===== src/audcfg_pkg.sv =====
// Constants for the audio function configuration register bank.
// Assumes one 20 MHz clock and byte offsets within the function's config space.
package audcfg_pkg;

  // ----------------------------------------------------------------
  // Register offsets (byte addresses)
  // ----------------------------------------------------------------
  localparam logic [7:0] OFF_BASE_ADDR_SLOT_THREE = 8'h1C;
  localparam logic [7:0] OFF_BASE_ADDR_SLOT_FOUR = 8'h20;
  localparam logic [7:0] OFF_BASE_ADDR_SLOT_FIVE = 8'h24;
  localparam logic [7:0] OFF_SUBSYSTEM_IDENT = 8'h2C;
  localparam logic [7:0] OFF_EXPANSION_ROM_BASE = 8'h30;
  localparam logic [7:0] OFF_CAPABILITY_LIST_POINTER = 8'h34;
  localparam logic [7:0] OFF_LEGACY_INTERRUPT_ROUTING = 8'h3C;
  localparam logic [7:0] OFF_SUBSYSTEM_IDENT_WRITER = 8'h4C;
  localparam logic [7:0] OFF_POWER_MGMT_CAP_HEADER = 8'h50;
  localparam logic [7:0] OFF_POWER_MGMT_CTRL_STATUS = 8'h54;
  localparam logic [7:0] OFF_EXPRESS_CAP_HEADER = 8'h58;
  localparam logic [7:0] OFF_ENDPOINT_CAPABILITY = 8'h5C;
  localparam logic [7:0] OFF_ENDPOINT_CTRL_STATUS = 8'h60;
  localparam logic [7:0] OFF_LINK_CAPABILITY_INFO = 8'h64;
  localparam logic [7:0] OFF_LINK_CTRL_STATUS = 8'h68;
  localparam logic [7:0] OFF_ENDPOINT_CAPABILITY_TWO = 8'h7C;

  // ----------------------------------------------------------------
  // Fixed values and reset values
  // ----------------------------------------------------------------
  localparam logic [7:0] CAP_LIST_HEAD = 8'h50;
  localparam logic [7:0] LEGACY_IRQ_PIN_CODE = 8'h02;
  localparam logic [7:0] IRQ_ROUTING_RESET = 8'hFF;
  localparam logic [31:0] PM_CAP_HEADER = 32'h0603_0001;
  localparam logic [7:0] EXP_CAP_ID = 8'h10;
  localparam logic [3:0] EXP_CAP_VERSION = 4'h2;
  localparam logic [3:0] EXP_PORT_TYPE = 4'h9;
  localparam logic [4:0] MSG_VECTOR_INDEX = 5'h00;
  localparam logic [31:0] ENDPOINT_CAP_BASE = 32'h0000_8FA0;
  localparam int FLR_CAP_BIT = 28;
  localparam logic [31:0] DEVCTL_RESET = 32'h0000_0810;
  localparam logic [31:0] DEVCTL_RW_MASK = 32'h0000_091F;

  // ----------------------------------------------------------------
  // Field positions
  // ----------------------------------------------------------------
  localparam int DC_WIDE_TAG = 8;
  localparam int DC_SKIP_COHERENCY = 11;
  localparam int DC_LOOSE_ORDERING = 4;
  localparam int DC_ERR_LO = 16;
  localparam int LS_LINK_UP = 29;
  localparam int LS_TRAINING = 27;
  localparam int ERR_UR = 3;
  localparam int ERR_FATAL = 2;
  localparam int ERR_NONFATAL = 1;
  localparam int ERR_CORR = 0;

  // ----------------------------------------------------------------
  // Power states and request limits
  // ----------------------------------------------------------------
  localparam logic [1:0] PSTATE_FULL_ON = 2'h0;
  localparam logic [1:0] PSTATE_HOT_LOW = 2'h3;
  localparam logic [11:0] READ_REQ_MAX_BYTES = 12'h080;
  localparam logic [11:0] COMPLETION_BOUNDARY_BYTES = 12'h040;

  // Error message classes.
  typedef enum logic [1:0] {
    MSG_CORR,
    MSG_NONFATAL,
    MSG_FATAL
  } audcfg_msg_e;

endpackage


===== src/audcfg_err_if.sv =====
// Signals between the register bank and its error flag unit.
// Assumes both ends share the bank's clock.
`timescale 1ns/1ns
`default_nettype none
interface audcfg_err_if;
  import audcfg_pkg::*;
  logic [3:0] detect;
  logic [3:0] clear;
  logic [3:0] report_on;
  logic [3:0] flags;
  logic msg_valid;
  logic msg_ready;
  audcfg_msg_e msg_kind;
  modport bank (output detect, clear, report_on, msg_ready, input flags, msg_valid, msg_kind);
  modport unit (input detect, clear, report_on, msg_ready, output flags, msg_valid, msg_kind);
endinterface
`default_nettype wire


===== src/audcfg_err_unit.sv =====
// Sticky error flags with write-one-to-clear and error message queueing.
// Assumes detect pulses and clears come from logic on the same clock.
`timescale 1ns/1ns
`default_nettype none
module audcfg_err_unit
  import audcfg_pkg::*;
(
  // Clock and reset.
  input wire logic clk_in,
  input wire logic nrst_in,
  // Link to the register bank.
  audcfg_err_if.unit err
);

  logic [3:0] flags_q, flags_d;
  logic [2:0] pend_q, pend_d;
  logic [2:0] pend_set, pend_sent;

  // Next flags: a detect in the clearing cycle wins.
  always_comb begin
    flags_d = (flags_q & ~err.clear) | err.detect; // see [RULE9]
    pend_set[2] = err.detect[ERR_FATAL] & err.report_on[ERR_FATAL]; // see [RULE10]
    pend_set[1] = (err.detect[ERR_NONFATAL] & err.report_on[ERR_NONFATAL])
                | (err.detect[ERR_UR] & err.report_on[ERR_UR]); // see [RULE10]
    pend_set[0] = err.detect[ERR_CORR] & err.report_on[ERR_CORR]; // see [RULE10]
    pend_sent = 3'h0;
    if (err.msg_ready) begin
      if (pend_q[2]) begin
        pend_sent = 3'h4;
      end else if (pend_q[1]) begin
        pend_sent = 3'h2;
      end else if (pend_q[0]) begin
        pend_sent = 3'h1;
      end
    end
    pend_d = (pend_q & ~pend_sent) | pend_set;
  end

  // Register flags and pending messages.
  always_ff @(posedge clk_in or negedge nrst_in) begin
    if (!nrst_in) begin
      flags_q <= 4'h0;
      pend_q <= 3'h0;
    end else begin
      flags_q <= flags_d;
      pend_q <= pend_d;
    end
  end

  // Most severe pending class is offered first.
  assign err.flags = flags_q;
  assign err.msg_valid = |pend_q;
  assign err.msg_kind = pend_q[2] ? MSG_FATAL : (pend_q[1] ? MSG_NONFATAL : MSG_CORR);
endmodule
`default_nettype wire


===== src/audcfg_bank.sv =====
// Configuration register bank of an audio controller PCIe endpoint function.
// Assumes config reads and writes arrive as one-cycle strobes on clk_in.
//
// Functional notes
// [RULE1] Subsystem ident reads only; values load through the writable mirror register.
// [RULE2] Capability list head reads fixed 50h, pointing at power management.
// [RULE3] Interrupt register: fixed pin code 02h high, routing byte resets FFh.
// [RULE4] PM header: id 01h, version 011b, no wake, no aux, D1/D2.
// [RULE5] Power state: 00b full on, 11b hot low power, middle codes reserved.
// [RULE6] Software reinitialises after hot low power; keeps-state bit reads zero.
// [RULE7] Express header: id 10h, version 2h, type 9h, no slot, vector 0.
// [RULE8] Device cap: 128-byte payload, 8-bit tags, role errors, latencies 111b/110b.
// [RULE9] Four error flags set on detection and clear only on write-one.
// [RULE10] Enabled error classes send fatal, nonfatal or correctable messages.
// [RULE11] Wide tag enable selects 8-bit tags, else 5-bit tags.
// [RULE12] No-snoop and relaxed-ordering attributes allowed only when enabled; reset one.
// [RULE13] Read requests never exceed 128 bytes; size field reads zero.
// [RULE14] Link-up bit follows data link active state.
// [RULE15] Training bit is set in configuration, recovery or pending retrain.
// [RULE16] Completion boundary field reads zero; boundary is 64 bytes.
// [RULE17] Reserved registers and fields read zero and ignore writes.
`timescale 1ns/1ns
`default_nettype none
module audcfg_bank
  import audcfg_pkg::*;
#(
  parameter logic [7:0] EXP_NEXT_PTR = 8'h00,
  parameter logic FLR_CAPABLE = 1'b0
)
(
  // Clock and reset.
  input wire logic clk_in,
  input wire logic nrst_in,
  // Configuration access port.
  input wire logic cfg_wr_in,
  input wire logic cfg_rd_in,
  input wire logic [7:0] cfg_addr_in,
  input wire logic [3:0] cfg_be_in,
  input wire logic [31:0] cfg_wdata_in,
  output logic [31:0] cfg_rdata_out,
  output logic cfg_rvalid_out,
  // Error events and messages.
  input wire logic unsupported_req_in,
  input wire logic fatal_err_in,
  input wire logic nonfatal_err_in,
  input wire logic corr_err_in,
  output logic err_msg_valid_out,
  output logic [1:0] err_msg_kind_out,
  input wire logic err_msg_ready_in,
  // Link state from the link layers.
  input wire logic link_layer_up_in,
  input wire logic phy_cfg_or_recovery_in,
  input wire logic retrain_request_in,
  // Request attribute controls and power state.
  output logic wide_tag_on_out,
  output logic skip_coherency_attr_on_out,
  output logic loose_ordering_attr_on_out,
  output logic [11:0] read_req_max_bytes_out,
  output logic [11:0] completion_boundary_bytes_out,
  output logic [1:0] power_state_out
);

  // ----------------------------------------------------------------
  // State
  // ----------------------------------------------------------------
  logic [31:0] subsys_q, subsys_d;
  logic [7:0] irq_routing_byte_q, irq_routing_byte_d;
  logic [1:0] pstate_q, pstate_d;
  logic [31:0] devctl_q, devctl_d;
  logic [31:0] rdata_q, rdata_d;
  logic rvalid_q, rvalid_d;
  logic [31:0] wmask;
  logic [31:0] wmerge_sub;
  logic [31:0] devstat;
  logic [31:0] linkstat;
  logic [31:0] exp_hdr;
  logic [31:0] dev_cap;
  audcfg_err_if err ();

  // Byte enables widened to a bit mask.
  function automatic logic [31:0] be_mask(input logic [3:0] be);
    be_mask = {{8{be[3]}}, {8{be[2]}}, {8{be[1]}}, {8{be[0]}}};
  endfunction

  // ----------------------------------------------------------------
  // Error flag unit
  // ----------------------------------------------------------------
  audcfg_err_unit u_err (
    .clk_in(clk_in),
    .nrst_in(nrst_in),
    .err(err.unit)
  );

  // Events, enables and write-one clears toward the flag unit.
  always_comb begin
    err.detect = {unsupported_req_in, fatal_err_in, nonfatal_err_in, corr_err_in};
    err.report_on = devctl_q[3:0]; // see [RULE10]
    err.clear = 4'h0;
    if (cfg_wr_in && cfg_addr_in == OFF_ENDPOINT_CTRL_STATUS && cfg_be_in[2]) begin
      err.clear = cfg_wdata_in[DC_ERR_LO +: 4]; // see [RULE9]
    end
    err.msg_ready = err_msg_ready_in;
  end

  // ----------------------------------------------------------------
  // Fixed and status read values
  // ----------------------------------------------------------------
  assign exp_hdr = {2'h0, MSG_VECTOR_INDEX, 1'b0, EXP_PORT_TYPE, EXP_CAP_VERSION,
                    EXP_NEXT_PTR, EXP_CAP_ID}; // see [RULE7]
  assign dev_cap = ENDPOINT_CAP_BASE | ({31'h0, FLR_CAPABLE} << FLR_CAP_BIT); // see [RULE8]
  // Error flags sit above the control bits; size fields read zero.
  assign devstat = {12'h000, err.flags, 4'h0, devctl_q[11:0]}; // see [RULE13]
  // Link status; the completion boundary bit stays zero.
  always_comb begin
    linkstat = 32'h0; // see [RULE16]
    linkstat[LS_LINK_UP] = link_layer_up_in; // see [RULE14]
    linkstat[LS_TRAINING] = phy_cfg_or_recovery_in | retrain_request_in; // see [RULE15]
  end

  // ----------------------------------------------------------------
  // Write side
  // ----------------------------------------------------------------
  assign wmask = be_mask(cfg_be_in);
  assign wmerge_sub = (subsys_q & ~wmask) | (cfg_wdata_in & wmask);

  // Next values of the writable registers.
  always_comb begin
    subsys_d = subsys_q;
    irq_routing_byte_d = irq_routing_byte_q;
    pstate_d = pstate_q;
    devctl_d = devctl_q;
    if (cfg_wr_in) begin
      case (cfg_addr_in)
        OFF_SUBSYSTEM_IDENT_WRITER: begin
          subsys_d = wmerge_sub; // see [RULE1]
        end
        OFF_LEGACY_INTERRUPT_ROUTING: begin
          if (cfg_be_in[0]) begin
            irq_routing_byte_d = cfg_wdata_in[7:0]; // see [RULE3]
          end
        end
        OFF_POWER_MGMT_CTRL_STATUS: begin
          // Reserved state codes are refused and the state holds.
          if (cfg_be_in[0] && (cfg_wdata_in[1:0] == PSTATE_FULL_ON ||
                               cfg_wdata_in[1:0] == PSTATE_HOT_LOW)) begin
            pstate_d = cfg_wdata_in[1:0]; // see [RULE5]
          end
        end
        OFF_ENDPOINT_CTRL_STATUS: begin
          devctl_d = ((devctl_q & ~wmask) | (cfg_wdata_in & wmask)) & DEVCTL_RW_MASK; // see [RULE12]
        end
        default: begin
          subsys_d = subsys_q; // see [RULE17]
        end
      endcase
    end
  end

  // Register the writable state.
  always_ff @(posedge clk_in or negedge nrst_in) begin
    if (!nrst_in) begin
      subsys_q <= 32'h0;
      irq_routing_byte_q <= IRQ_ROUTING_RESET;
      pstate_q <= PSTATE_FULL_ON;
      devctl_q <= DEVCTL_RESET;
    end else begin
      subsys_q <= subsys_d;
      irq_routing_byte_q <= irq_routing_byte_d;
      pstate_q <= pstate_d;
      devctl_q <= devctl_d;
    end
  end

  // ----------------------------------------------------------------
  // Read side
  // ----------------------------------------------------------------
  // Read data mux; unmapped and reserved offsets read zero.
  always_comb begin
    rvalid_d = cfg_rd_in;
    rdata_d = rdata_q;
    if (cfg_rd_in) begin
      case (cfg_addr_in)
        OFF_SUBSYSTEM_IDENT: rdata_d = subsys_q; // see [RULE1]
        OFF_SUBSYSTEM_IDENT_WRITER: rdata_d = subsys_q;
        OFF_CAPABILITY_LIST_POINTER: rdata_d = {24'h0, CAP_LIST_HEAD}; // see [RULE2]
        OFF_LEGACY_INTERRUPT_ROUTING: rdata_d = {16'h0, LEGACY_IRQ_PIN_CODE, irq_routing_byte_q}; // see [RULE3]
        OFF_POWER_MGMT_CAP_HEADER: rdata_d = PM_CAP_HEADER; // see [RULE4]
        OFF_POWER_MGMT_CTRL_STATUS: rdata_d = {30'h0, pstate_q}; // see [RULE6]
        OFF_EXPRESS_CAP_HEADER: rdata_d = exp_hdr;
        OFF_ENDPOINT_CAPABILITY: rdata_d = dev_cap;
        OFF_ENDPOINT_CTRL_STATUS: rdata_d = devstat;
        OFF_LINK_CTRL_STATUS: rdata_d = linkstat;
        default: rdata_d = 32'h0; // see [RULE17]
      endcase
    end
  end

  // Register the read answer.
  always_ff @(posedge clk_in or negedge nrst_in) begin
    if (!nrst_in) begin
      rdata_q <= 32'h0;
      rvalid_q <= 1'b0;
    end else begin
      rdata_q <= rdata_d;
      rvalid_q <= rvalid_d;
    end
  end

  // ----------------------------------------------------------------
  // Outputs
  // ----------------------------------------------------------------
  assign cfg_rdata_out = rdata_q;
  assign cfg_rvalid_out = rvalid_q;
  assign err_msg_valid_out = err.msg_valid;
  assign err_msg_kind_out = err.msg_kind;
  assign wide_tag_on_out = devctl_q[DC_WIDE_TAG]; // see [RULE11]
  assign skip_coherency_attr_on_out = devctl_q[DC_SKIP_COHERENCY]; // see [RULE12]
  assign loose_ordering_attr_on_out = devctl_q[DC_LOOSE_ORDERING]; // see [RULE12]
  assign read_req_max_bytes_out = READ_REQ_MAX_BYTES; // see [RULE13]
  assign completion_boundary_bytes_out = COMPLETION_BOUNDARY_BYTES; // see [RULE16]
  assign power_state_out = pstate_q;
endmodule
`default_nettype wire


===== config.mk =====
export PLATFORM = sky130hd
export DESIGN_NAME = audcfg_bank
export DESIGN_NICKNAME = d
export VERILOG_FILES = /design/src/audcfg_pkg.sv /design/src/audcfg_err_if.sv /design/src/audcfg_err_unit.sv /design/src/audcfg_bank.sv
export SDC_FILE = /design/constraint.sdc
export NUM_CORES = 1
export LEC_CHECK = 0
export BUFFER_PORTS_ARGS = -buffer_cell sky130_fd_sc_hd__buf_2
export CORE_MARGIN = 2
export CORE_UTILIZATION = 23
export DETAILED_ROUTE_END_ITERATION = 6
export GPL_TIMING_DRIVEN = 0
export HOLD_SLACK_MARGIN = 0.15
export MAX_ROUTING_LAYER = met4
export PLACE_DENSITY = 0.43
export SETUP_SLACK_MARGIN = 0.15
export SKIP_LAST_GASP = 1
export SLEW_MARGIN = 40
export SYNTH_ARGS = -nofsm -noshare
export SYNTH_HDL_FRONTEND = slang
export SYNTH_HIERARCHICAL = 1
export SYNTH_SLANG_ARGS = --single-unit

===== constraint.sdc =====
create_clock -name clk_in -period 1.3 [get_ports clk_in]
set_clock_uncertainty 0.05 [all_clocks]
set_input_delay 0.065 -clock clk_in [delete_from_list [all_inputs] [get_ports clk_in]]
set_output_delay 0.065 -clock clk_in [all_outputs]
set_load 0.02 [all_outputs]

==> Flow_metrics.wiki, run 1 <==
{| class="wikitable"
! Metric !! Value
|-
| Cell count after synthesis || 362
|-
| Number of I/O port buffers || 92
|-
| TritonCTS clock tree || done
|-
| Placeable core region || 18580 um^2
|-
| Total vias in the final route || 3445
|-
| Sequential share of the synthesized area || 0.5181
|-
| Depth of the most critical reg-to-reg path || 6
|-
| Global route overflow || 0
|-
| Count of synthesis-stage warnings from yosys || 6
|-
| Crit. End Element || register
|-
| Power density over cell area || 1021 nW/um^2
|-
| Portion of the clock cycle consumed by the worst path in the final layout || 0.8910
|-
| Placer Congestion || 0.7826
|-
| Distinct cell type count of the synthesized netlist || 51
|-
| Switching Fraction || 0.2457
|-
| Number of DRC violations after detailed-routing iteration 0 || 234
|-
| VDD IR-drop max || 439.3 uV
|-
| Share of synthesized flip-flops with an asynchronous set or reset || 1.000
|-
| Slew Limit Fails || 0
|-
| Cell internal power dissipation || 4.967 mW
|-
| Setup slack of the critical path after layout || 0.1417 ns
|-
| Yosys reg bits || 89
|-
| Worst r2r dst || u_err/pend_q[2]
|-
| Final count of negative-setup-slack endpoints || 0
|-
| DPL Wire Length || 9.168 mm
|-
| CP Launch Type || register
|-
| Count of flip-flops with a built-in enable after synthesis || 0
|-
| Worst-case clock buffer depth || 2
|-
| Count of antenna diodes in the layout || 0
|-
| Starting density of the core || 0.2327
|-
| Net switching component of the power || 1.618 mW
|-
| Number of sinks on the clock net || 89
|-
| Total routing usage reported by global routing || 0.1409
|-
| Data required time at the worst endpoint || 1.53 ns
|-
| Critical path cell sequence || inv_2 > buf_4 > buf_4 > buf_4 > buf_4 > o21ai_2
|-
| Hold path startpoint || cfg_addr_in[3]
|-
| Leakage dissipation || 3.060 nW
|-
| Via count of the first global-routing pass || 3522
|-
| Floorplan die height || 141.1 um
|-
| Number of search-and-repair iterations in the first detailed-routing pass || 4
|-
| Site Rows || 50
|-
| WL per Instance || 16.41 um
|-
| Area of the mapped netlist || 4323 um^2
|-
| Vias/cell || 4.333
|-
| Status || finished clean
|-
| Clk_lat worst skew || 0.35 ns
|-
| Final Net Count || 612
|-
| Critical path type || reg2reg
|-
| Die Span X || 141.1 um
|-
| Fillers || 1894
|-
| Worst setup slack for register-to-register paths || 0.14 ns
|-
| MaxCap Viol Count || 0
|-
| Fmax || 863.4 MHz
|-
| Place WS || -0.6260 ns
|-
| Max stage delay cell, worst path || dfrtp_1
|-
| Boundary pin count || 121
|-
| Relative slew slack || 0.5259
|-
| Clock network fraction of design power || 0.422
|-
| Worst Hold Path Cells || 3
|-
| Final TNS setup || 0 ns
|-
| Area growth, synth to finish || 49.15%
|-
| Max FO, Critical Path || 4
|-
| Die area || 19910 um^2
|-
| Combinational fraction of design power || 0.136
|-
| Cell occurring most often along the worst timing path || buf_4
|-
| Post-synthesis average cell area || 11.94 um^2
|-
| Antenna Nets Post-Route || 0
|-
| Unrepaired setup endpoints after global routing || yes
|-
| Total DRC errors in the routed layout || 0
|-
| First-pass GRT wire length || 20.32 mm
|-
| Worst min path class || in2reg
|-
| TritonCTS buffer count || 9
|-
| Cell chosen for the clock root || clkbuf_16
|-
| # H-tree levels || 3
|-
| Layout cells sized above 1 || 0.4581
|-
| Power share of the sequential group || 0.442
|-
| Total wire length after detailed routing || 13.05 mm
|-
| Hold violation total from the final report || 0
|-
| Pin count of the biggest net entering global routing || 62
|-
| Crit path time final || 1.158 ns
|-
| Arrival time reported for the critical path endpoint || 1.39 ns
|-
| Initial antenna violation count || 0
|-
| Worst Hold End || cfg_rdata_out[4]
|-
| Reg2reg start || u_err/pend_q[2]
|-
| Dominant synthesized flop cell || dfrtp_1
|-
| Final total power || 6.584 mW
|-
| Register clock-pin slew on the reported worst setup and hold paths || 0.06 ns
|-
| Worst-margin pin slew || 0.7111 ns
|-
| Biggest cell delay along the critical path || 0.40 ns
|}
layout make-up:
class / count / area [um^2] / area share
flip-flops and latches: 89 / 2240 / 0.3474
multi-input cells: 229 / 1948 / 0.3022
repair buffers: 161 / 1196 / 0.1855
plain buffers: 45 / 385.4 / 0.05977
well taps: 234 / 292.8 / 0.04541
clock buffers: 12 / 236.5 / 0.03668
inverters: 21 / 78.83 / 0.01223
clock inverters: 4 / 70.07 / 0.01087
placed cells by master (no fill, tap or decap), drive strengths merged, types with 16 or more instances in the layout:
master / netlist / layout
buf: 40 / 148
clkbuf: 5 / 17
conb: 2 / 24
dfrtp: 79 / 79
dlygate4sd3: 0 / 53
inv: 21 / 21
mux2: 47 / 47
nand2: 16 / 16
nor2: 27 / 27
o21ai: 19 / 19
layer usage:
layer,track usage,part of all wire,up-vias
met5,-,0,-
met4,0.05368,0.020,0
met3,0.03533,0.043,22
met2,0.2167,0.48,96
met1,0.1791,0.46,1719
li1,-,-,1608
power by group through the flow:
stage	logic [mW]	registers [mW]	clock network (mW)
after floorplan	0.352	3.01	0
after global placement	0.702	2.96	0
after detailed placement	0.724	2.96	0
after CTS	0.885	2.91	2.88
after global routing	0.971	2.92	3.03
final	0.895	2.91	2.78
through the flow:
stage | utilization | hold WS, ns | instances | area, um^2
after floorplan | - | -0.2806 | 384 | 4571
after global placement | 0.2865 | 0.1571 | 710 | 5324
after detailed placement | 0.2886 | -0.1102 | 711 | 5361
after CTS | 0.3426 | 0.006855 | 791 | 6366
after global routing | 0.3470 | 0.02768 | 795 | 6447
final | 0.3470 | 0.02415 | 795 | 6447
logic make-up after synthesis:
kind of cell / count (synthesis) / share of synthesized area
flops: 89 / 0.5181
simple gates: 88 / 0.1297
compound gates: 68 / 0.1028
buf+inv: 66 / 0.09349
mux: 47 / 0.1502
xor+xnor: 2 / 0.004053
other cells: 2 / 0.001737
worst max path at each step:
| stage | end | start | slack [ns] |
|---|---|---|---|
| 3_5_place_dp | u_err/err.flags[1] | cfg_addr_in[1] | -0.63 |
| 2_1_floorplan | u_err/err.flags[0] | cfg_addr_in[4] | -0.07 |
| 4_1_cts | err_msg_valid_out | u_err/pend_q[2] | 0.12 |
| 3_3_place_gp | async pin | nrst_in | -0.80 |
| 5_1_grt | u_err/pend_q[2] | u_err/pend_q[2] | 0.09 |
| 6_report | u_err/pend_q[2] | u_err/pend_q[2] | 0.14 |
synth_stat cells (2+ instances only):
master	n	area share
mux2_4	32	0.11
a32oi_1	2	0.0041
a31oi_1	7	0.010
buf_2	4	0.0046
o2bb2ai_1	4	0.0081
clkbuf_1	5	0.0043
nand3b_1	2	0.0035
nand3_1	13	0.015
nand2_8	4	0.019
and3_2	2	0.0035
buf_6	3	0.0078
a32o_1	3	0.0069
a22oi_1	7	0.012
o21ai_1	3	0.0035
a21o_1	4	0.0069
nor3_1	4	0.0046
and2_1	5	0.0072
buf_1	2	0.0017
nand4b_1	2	0.0041
inv_1	21	0.018
and3_1	4	0.0058
buf_4	30	0.052
mux2_2	15	0.039
o21ai_0	16	0.019
conb_1	2	0.0017
dfstp_2	10	0.061
dfrtp_1	79	0.46
nor2_1	27	0.023
a21oi_1	13	0.015
nand2_1	11	0.0096
a221oi_1	6	0.012
critical path, delay by kind of cell, from the launching register on:
family          cells  cell delay (ns)
compound gates      1             0.10
flops               1             0.40
buf+inv             5             0.54
repair_timing:
action | 4_1_cts | 5_1_grt
gates resized for setup | 27 | 10
setup buffers | 14 | 1
endpoints found under the hold margin | 153 | 30
pin swaps | 5 | 6
setup endpoints to repair | 75 | 27
hold buffers | 50 | 3
Power figures use the tool's default switching activity.
==> inputs of run 2 (changes only) <==
--- a/config.mk
+++ b/config.mk
@@ -5,6 +5,7 @@
 export SDC_FILE = /design/constraint.sdc
 export NUM_CORES = 1
 export LEC_CHECK = 0
+export ABC_AREA = 1
 export BUFFER_PORTS_ARGS = -buffer_cell sky130_fd_sc_hd__buf_2
 export CORE_MARGIN = 2
 export CORE_UTILIZATION = 23
==> run 2 against run 1 <==
  * Sequential power shrank 2%
  * Via count rose by 16%
  * Synthesized cell count grew 48%
  * Clock-buffer cell count down 3
  * Global-route usage up 0.22 points
  * Combinational power fell by 22%
  * Die area is 2.2% lower
  * Core utilization shrank 0.67 points
  * Register-to-register slack improved by 0.03 ns
  * Clock power down 8.3%
  * First-iteration DRC count is 6.8% lower
  * Setup slack worse by 0.054 ns
  * Critical endpoint is now err_msg_valid_out
  * Largest power group unchanged
==> Flow_metrics.wiki, run 2 <==
{| class="wikitable"
! Metric !! Value
|-
| Cell chosen for the clock root || clkbuf_16
|-
| Via count of the first global-routing pass || 4018
|-
| Number of buffers and inverters on the critical path || 1
|-
| Crit path time final || 1.212 ns
|-
| Sequential share of the synthesized area || 0.5304
|-
| Startpoint of the most critical setup path || u_err/pend_q[1]
|-
| Final Net Count || 781
|-
| Fillers || 1967
|-
| Number of sinks on the clock net || 89
|-
| Number of I/O port buffers || 94
|-
| Biggest cell delay along the critical path || 0.42 ns
|-
| VDD IR-drop max || 602.1 uV
|-
| Die Span X || 139.5 um
|-
| Worst-case clock buffer depth || 2
|-
| Arrival time reported for the critical path endpoint || 1.10 ns
|-
| Worst-margin pin slew || 0.5447 ns
|-
| WL per Instance || 13.67 um
|-
| Unrepaired setup endpoints after global routing || yes
|-
| Hold violation total from the final report || 0
|-
| Leakage dissipation || 3.347 nW
|-
| Share of synthesized flip-flops with an asynchronous set or reset || 1.000
|-
| Placeable core region || 17960 um^2
|-
| Max FO, Critical Path || 3
|-
| Count of flip-flops with a built-in enable after synthesis || 0
|-
| Status || finished clean
|-
| Count of synthesis-stage warnings from yosys || 6
|-
| Max stage delay cell, worst path || dfrtp_1
|-
| Final count of negative-setup-slack endpoints || 0
|-
| # H-tree levels || 3
|-
| Total vias in the final route || 3989
|-
| Power density over cell area || 997.7 nW/um^2
|-
| Switching Fraction || 0.2680
|-
| Power share of the sequential group || 0.468
|-
| Ranking of synthesized cells by instance count || nand2_1 (233), dfrtp_1 (79), nand3_1 (47)
|-
| Cell types with the largest area share after synthesis || dfrtp_1 (47%), nand2_1 (21%), dfstp_2 (6.2%)
|-
| Die area || 19460 um^2
|-
| Count of antenna diodes in the layout || 0
|-
| Synth area leader || dfrtp_1
|-
| Number of search-and-repair iterations in the first detailed-routing pass || 4
|-
| Number of DRC violations after detailed-routing iteration 0 || 218
|-
| Most common cell in the netlist || nand2_1
|-
| Fmax || 825.0 MHz
|-
| Floorplan die height || 139.5 um
|-
| Total wire length after detailed routing || 13.11 mm
|-
| Distinct cell type count of the synthesized netlist || 25
|-
| Critical path type || reg2out
|-
| Antenna Nets Post-Route || 0
|-
| Yosys reg bits || 89
|-
| MaxCap Viol Count || 0
|-
| Site Rows || 49
|-
| CP Launch Type || register
|-
| Area growth, synth to finish || 44.77%
|-
| Net switching component of the power || 1.634 mW
|-
| Area of the mapped netlist || 4223 um^2
|-
| TritonCTS buffer count || 9
|-
| Pin count of the biggest net entering global routing || 47
|-
| Most frequent cells in the layout || nand2_1 (228), buf_2 (92), dfrtp_1 (79)
|-
| Clk_lat worst skew || 0.35 ns
|-
| Data required time at the worst endpoint || 1.19 ns
|-
| Most common cell after layout, fill and taps aside || nand2_1
|-
| First-pass GRT wire length || 21.16 mm
|-
| Cell internal power dissipation || 4.465 mW
|-
| TritonCTS clock tree || done
|-
| Relative slew slack || 0.6369
|-
| Register clock-pin slew on the reported worst setup and hold paths || 0.07 ns
|-
| Total DRC errors in the routed layout || 0
|-
| Boundary pin count || 121
|-
| Vias/cell || 4.160
|-
| Slew Limit Fails || 0
|-
| Final total power || 6.099 mW
|-
| Share of the synthesized area in the top cell type || 0.4681
|-
| Gate family responsible for the most delay along the worst path || flip-flops
|-
| Dominant synthesized flop cell || dfrtp_1
|-
| Crit. End Element || output pin
|-
| Final core utilization || 0.3403
|-
| Critical path cell sequence || nor2_2 > nand2_1 > buf_6
|-
| Combinational fraction of design power || 0.114
|-
| Global route overflow || 0
|-
| Starting density of the core || 0.2351
|-
| Layout cells sized above 1 || 0.2658
|-
| Total routing usage reported by global routing || 0.1430
|-
| Portion of the clock cycle consumed by the worst path in the final layout || 0.9324
|-
| Clock network fraction of design power || 0.418
|-
| Initial antenna violation count || 0
|-
| Post-synthesis average cell area || 7.893 um^2
|-
| Cell count after synthesis || 535
|-
| Worst min path class || in2async
|-
| Reg2reg start || u_err/pend_q[1]
|-
| DPL Wire Length || 9.617 mm
|-
| Placer Congestion || 0.8025
|}
run 2: changes by cell type in the layout (fill, tap and decap cells not counted), moves of 6 or more:
cell,previous run,this run
nand3_1,3,46
a22oi_1,6,0
buf_2,84,92
nor2_1,27,14
nand2_1,10,228
a31oi_1,6,0
o21ai_0,5,29
buf_4,42,35
mux2_4,42,0
inv_1,19,35
a21oi_1,12,1
nand3_2,10,1
run 2: kinds of logic after synthesis:
| family | synth area share |
|---|---|
| AND/OR/NAND/NOR | 0.3070 |
| flip-flops | 0.5304 |
| buffers and inverters | 0.09867 |
| other | 0.001778 |
| AO/OA/AOI/OAI | 0.06222 |
run 2: through the flow:
step / setup slack (ns) / hold WS (ns) / instance area [um^2] / instances / TNS, ns
global route: 0.02708 / 0.1794 / 6113 / 959 / 0
CTS: 0.08156 / 0.1522 / 6000 / 954 / 0
finish: 0.08785 / 0.1483 / 6113 / 959 / 0
global placement: -0.7740 / 0.1409 / 5062 / 880 / -82.54
floorplan: 0.1761 / -0.2806 / 4305 / 557 / 0
detailed placement: -0.3891 / -0.03089 / 5096 / 881 / -20.63
run 2: per-layer routing:
metal	share of wire	global-route usage
met5	0	-
met4	0.012	0.03987
met3	0.043	0.02856
met2	0.48	0.2276
met1	0.47	0.1861
run 2: power groups by stage:
stage                     logic [mW]  registers, mW  clock network, mW
after floorplan                0.271           2.91                  0
after global placement         0.511           2.91                  0
after detailed placement       0.528           2.91                  0
after CTS                      0.676           2.85               2.63
after global routing           0.769           2.86               2.76
final                          0.696           2.85               2.55
run 2: area by class of cell:
type	instances	area, um^2	share of cell area
inverter	39	151.4	0.02476
buffer	42	285.3	0.04666
sequential	89	2240	0.3664
tap	229	286.5	0.04687
multi-input combinational	387	1734	0.2837
clock inverter	7	60.06	0.009824
clock buffer	9	225.2	0.03684
timing repair buffer	157	1131	0.1850
run 2: path summary, 6_finish.rpt:
path / slack (ns) / end / depth (start not counted)
worst max-delay path: 0.09 / err_msg_valid_out / 3
worst min-delay path: 0.15 / cfg_rdata_out[7] / 2
worst max register to register: 0.17 / u_err/pend_q[0] / 7
worst min register to register: 0.42 / cfg_rdata_out[25] / 2
max in group asynchronous: 0.43 / async pin / 3
min in group clk_in: 0.16 / power_state_out[0] / 6
run 2: what timing repair did:
item / 4_1_cts / 5_1_grt
setup buffers: 8 / 3
gates resized for setup: 19 / 23
hold buffers: 49 / 1
hold endpoints to repair: 149 / 1
setup endpoints to repair: 63 / 69
pin swaps: 4 / 8
gates cloned: 0 / 1
==> inputs of run 3 (changes only) <==
--- a/config.mk
+++ b/config.mk
@@ -10,7 +10,6 @@
 export CORE_MARGIN = 2
 export CORE_UTILIZATION = 23
 export DETAILED_ROUTE_END_ITERATION = 6
-export GPL_TIMING_DRIVEN = 0
 export HOLD_SLACK_MARGIN = 0.15
 export MAX_ROUTING_LAYER = met4
 export PLACE_DENSITY = 0.43
==> run 3 against run 2 <==
  * Via count fell by 2.4%
  * Cell area down 1.5%
  * Register-to-register slack better by 0.08 ns
  * Clock-buffer cell count rose by 2
  * Core utilization down 0.52 points
  * Power is 2.6% higher
  * Final cell count down 1.3%
  * Setup slack improved by 0.024 ns
  * Largest power group unchanged
  * Global-route usage decreased by 0.33 points
==> Flow_metrics.wiki, run 3 (synthesis gave the netlist of run 2 again) <==
{| class="wikitable"
! Metric !! Value
|-
| Portion of the clock cycle consumed by the worst path in the final layout || 0.9136
|-
| Hold path startpoint || cfg_wr_in
|-
| Clk_lat worst skew || 0.35 ns
|-
| Final Net Count || 769
|-
| Total DRC errors in the routed layout || 0
|-
| Layout cells sized above 1 || 0.2549
|-
| Fillers || 1919
|-
| Setup slack of the critical path after layout || 0.1123 ns
|-
| Most common cell after layout, fill and taps aside || nand2_1
|-
| Total vias in the final route || 3892
|-
| Number of sinks on the clock net || 89
|-
| Status || finished clean
|-
| CP Launch Type || register
|-
| Starting density of the core || 0.2351
|-
| WL per Instance || 13.48 um
|-
| Initial antenna violation count || 0
|-
| VDD IR-drop max || 690.3 uV
|-
| Hold violation total from the final report || 0
|-
| Count of antenna diodes in the layout || 0
|-
| Power density over cell area || 1039 nW/um^2
|-
| Number of search-and-repair iterations in the first detailed-routing pass || 5
|-
| TritonCTS buffer count || 9
|-
| Vias/cell || 4.110
|-
| Leakage dissipation || 3.298 nW
|-
| Final count of negative-setup-slack endpoints || 0
|-
| TritonCTS clock tree || done
|-
| Antenna Nets Post-Route || 0
|-
| Via count of the first global-routing pass || 3899
|-
| Post-Route Hold Slack || 0.1788 ns
|-
| Crit path time final || 1.188 ns
|-
| Worst r2r dst || cfg_rdata_out[0]
|-
| Relative slew slack || 0.6653
|-
| Placeable core region || 17960 um^2
|-
| Total area of multi-input combinational cells || 1679 um^2
|-
| Number of I/O port buffers || 96
|-
| Most frequent cells in the layout || nand2_1 (233), buf_2 (91), dfrtp_1 (79)
|-
| First-pass GRT wire length || 20.65 mm
|-
| Slew Limit Fails || 0
|-
| Die Span X || 139.5 um
|-
| Place WS || -0.1502 ns
|-
| Arrival time reported for the critical path endpoint || 1.07 ns
|-
| Depth of the most critical reg-to-reg path || 4
|-
| Die area || 19460 um^2
|-
| Boundary pin count || 121
|-
| Site Rows || 49
|-
| Total wire length after detailed routing || 12.77 mm
|-
| Worst setup slack for register-to-register paths || 0.25 ns
|-
| Worst min path class || in2reg
|-
| Crit. End Element || output pin
|-
| Data required time at the worst endpoint || 1.19 ns
|-
| Post-route cell area || 6021 um^2
|-
| MaxCap Viol Count || 0
|-
| Reg2reg start || power_state_out[0]
|-
| Final total power || 6.255 mW
|-
| Post-DP Area || 5122 um^2
|-
| Worst Hold End || u_err/err.flags[3]
|-
| DPL Wire Length || 9.533 mm
|-
| Global route overflow || 0
|-
| Critical path type || reg2out
|-
| Placer Congestion || 0.7841
|-
| Area used by sequential logic in the layout || 2240 um^2
|-
| Fmax || 841.9 MHz
|-
| Worst Hold Path Cells || 4
|-
| Max FO, Critical Path || 3
|-
| Pin count of the biggest net entering global routing || 90
|-
| Worst-case clock buffer depth || 2
|-
| Worst-margin pin slew || 0.5020 ns
|-
| Number of DRC violations after detailed-routing iteration 0 || 177
|-
| Register clock-pin slew on the reported worst setup and hold paths || 0.06 ns
|-
| Area growth, synth to finish || 42.58%
|-
| # H-tree levels || 3
|-
| Total routing usage reported by global routing || 0.1398
|-
| Floorplan die height || 139.5 um
|-
| Cell chosen for the clock root || clkbuf_16
|-
| Unrepaired setup endpoints after global routing || yes
|}
run 3: cell types whose count changed in the layout (fill, tap and decap cells not counted), sizes merged, moves of 2 or more:
cell,delta
inv,-4
bufinv,+2
dlygate4sd3,-2
clkbuf,-7
run 3: routing by layer:
metal	share of wire	vias to the layer above	wire, um	track usage
met3	0.042	14	542	0.02994
met5	0	-	0	-
met1	0.47	1804	5966	0.1796
met4	0.014	0	176	0.04466
met2	0.48	96	6080	0.2208
li1	-	1978	-	-
run 3: area by class of cell:
class | count | area share
Clock buffer | 11 | 0.03865
Clock inverter | 5 | 0.01330
Inverter | 39 | 0.02431
Multi-Input combinational cell | 387 | 0.2789
Sequential cell | 89 | 0.3720
Tap cell | 229 | 0.04759
Timing Repair Buffer | 187 | 0.2253
run 3: how the worst max path moves through the flow:
stage	from	end	slack (ns)
after floorplan	cfg_addr_in[1]	register	0.18
after global placement	cfg_addr_in[5]	u_err/err.flags[1]	-0.13
after detailed placement	cfg_addr_in[7]	register	-0.15
after CTS	u_err/pend_q[1]	err_msg_valid_out	0.08
after global routing	u_err/pend_q[1]	err_msg_valid_out	0.06
final	u_err/pend_q[2]	err_msg_kind_out[0]	0.11
run 3: repair_timing:
action                                  in CTS  in global routing
pin swaps                                    1                  7
endpoints found under the setup margin       4                 38
cloned                                       0                  0
gates resized for setup                      5                 13
hold buffers                                47                  1
hold endpoints to repair                   160                  6
buffers inserted                             1                  3
run 3: critical path: stages, from the launching register on:
cell	delay, ns
dfrtp_1	0.38
buf_4	0.16
nor2_4	0.07
buf_6	0.11
run 3: power breakdown:
| group | switching [mW] | internal (mW) | total, mW |
|---|---|---|---|
| registers | 0.0310 | 2.83 | 2.86 |
| clock network | 1.08 | 1.68 | 2.77 |
| logic | 0.363 | 0.269 | 0.632 |
run 3: metrics by stage:
step / util / std cells / setup TNS (ns)
6_report: 0.3352 / 947 / 0
5_1_grt: 0.3352 / 947 / 0
4_1_cts: 0.3300 / 943 / 0
3_5_place_dp: 0.2852 / 879 / -4.946
3_3_place_gp: 0.2852 / 879 / -3.931
2_1_floorplan: - / 557 / 0
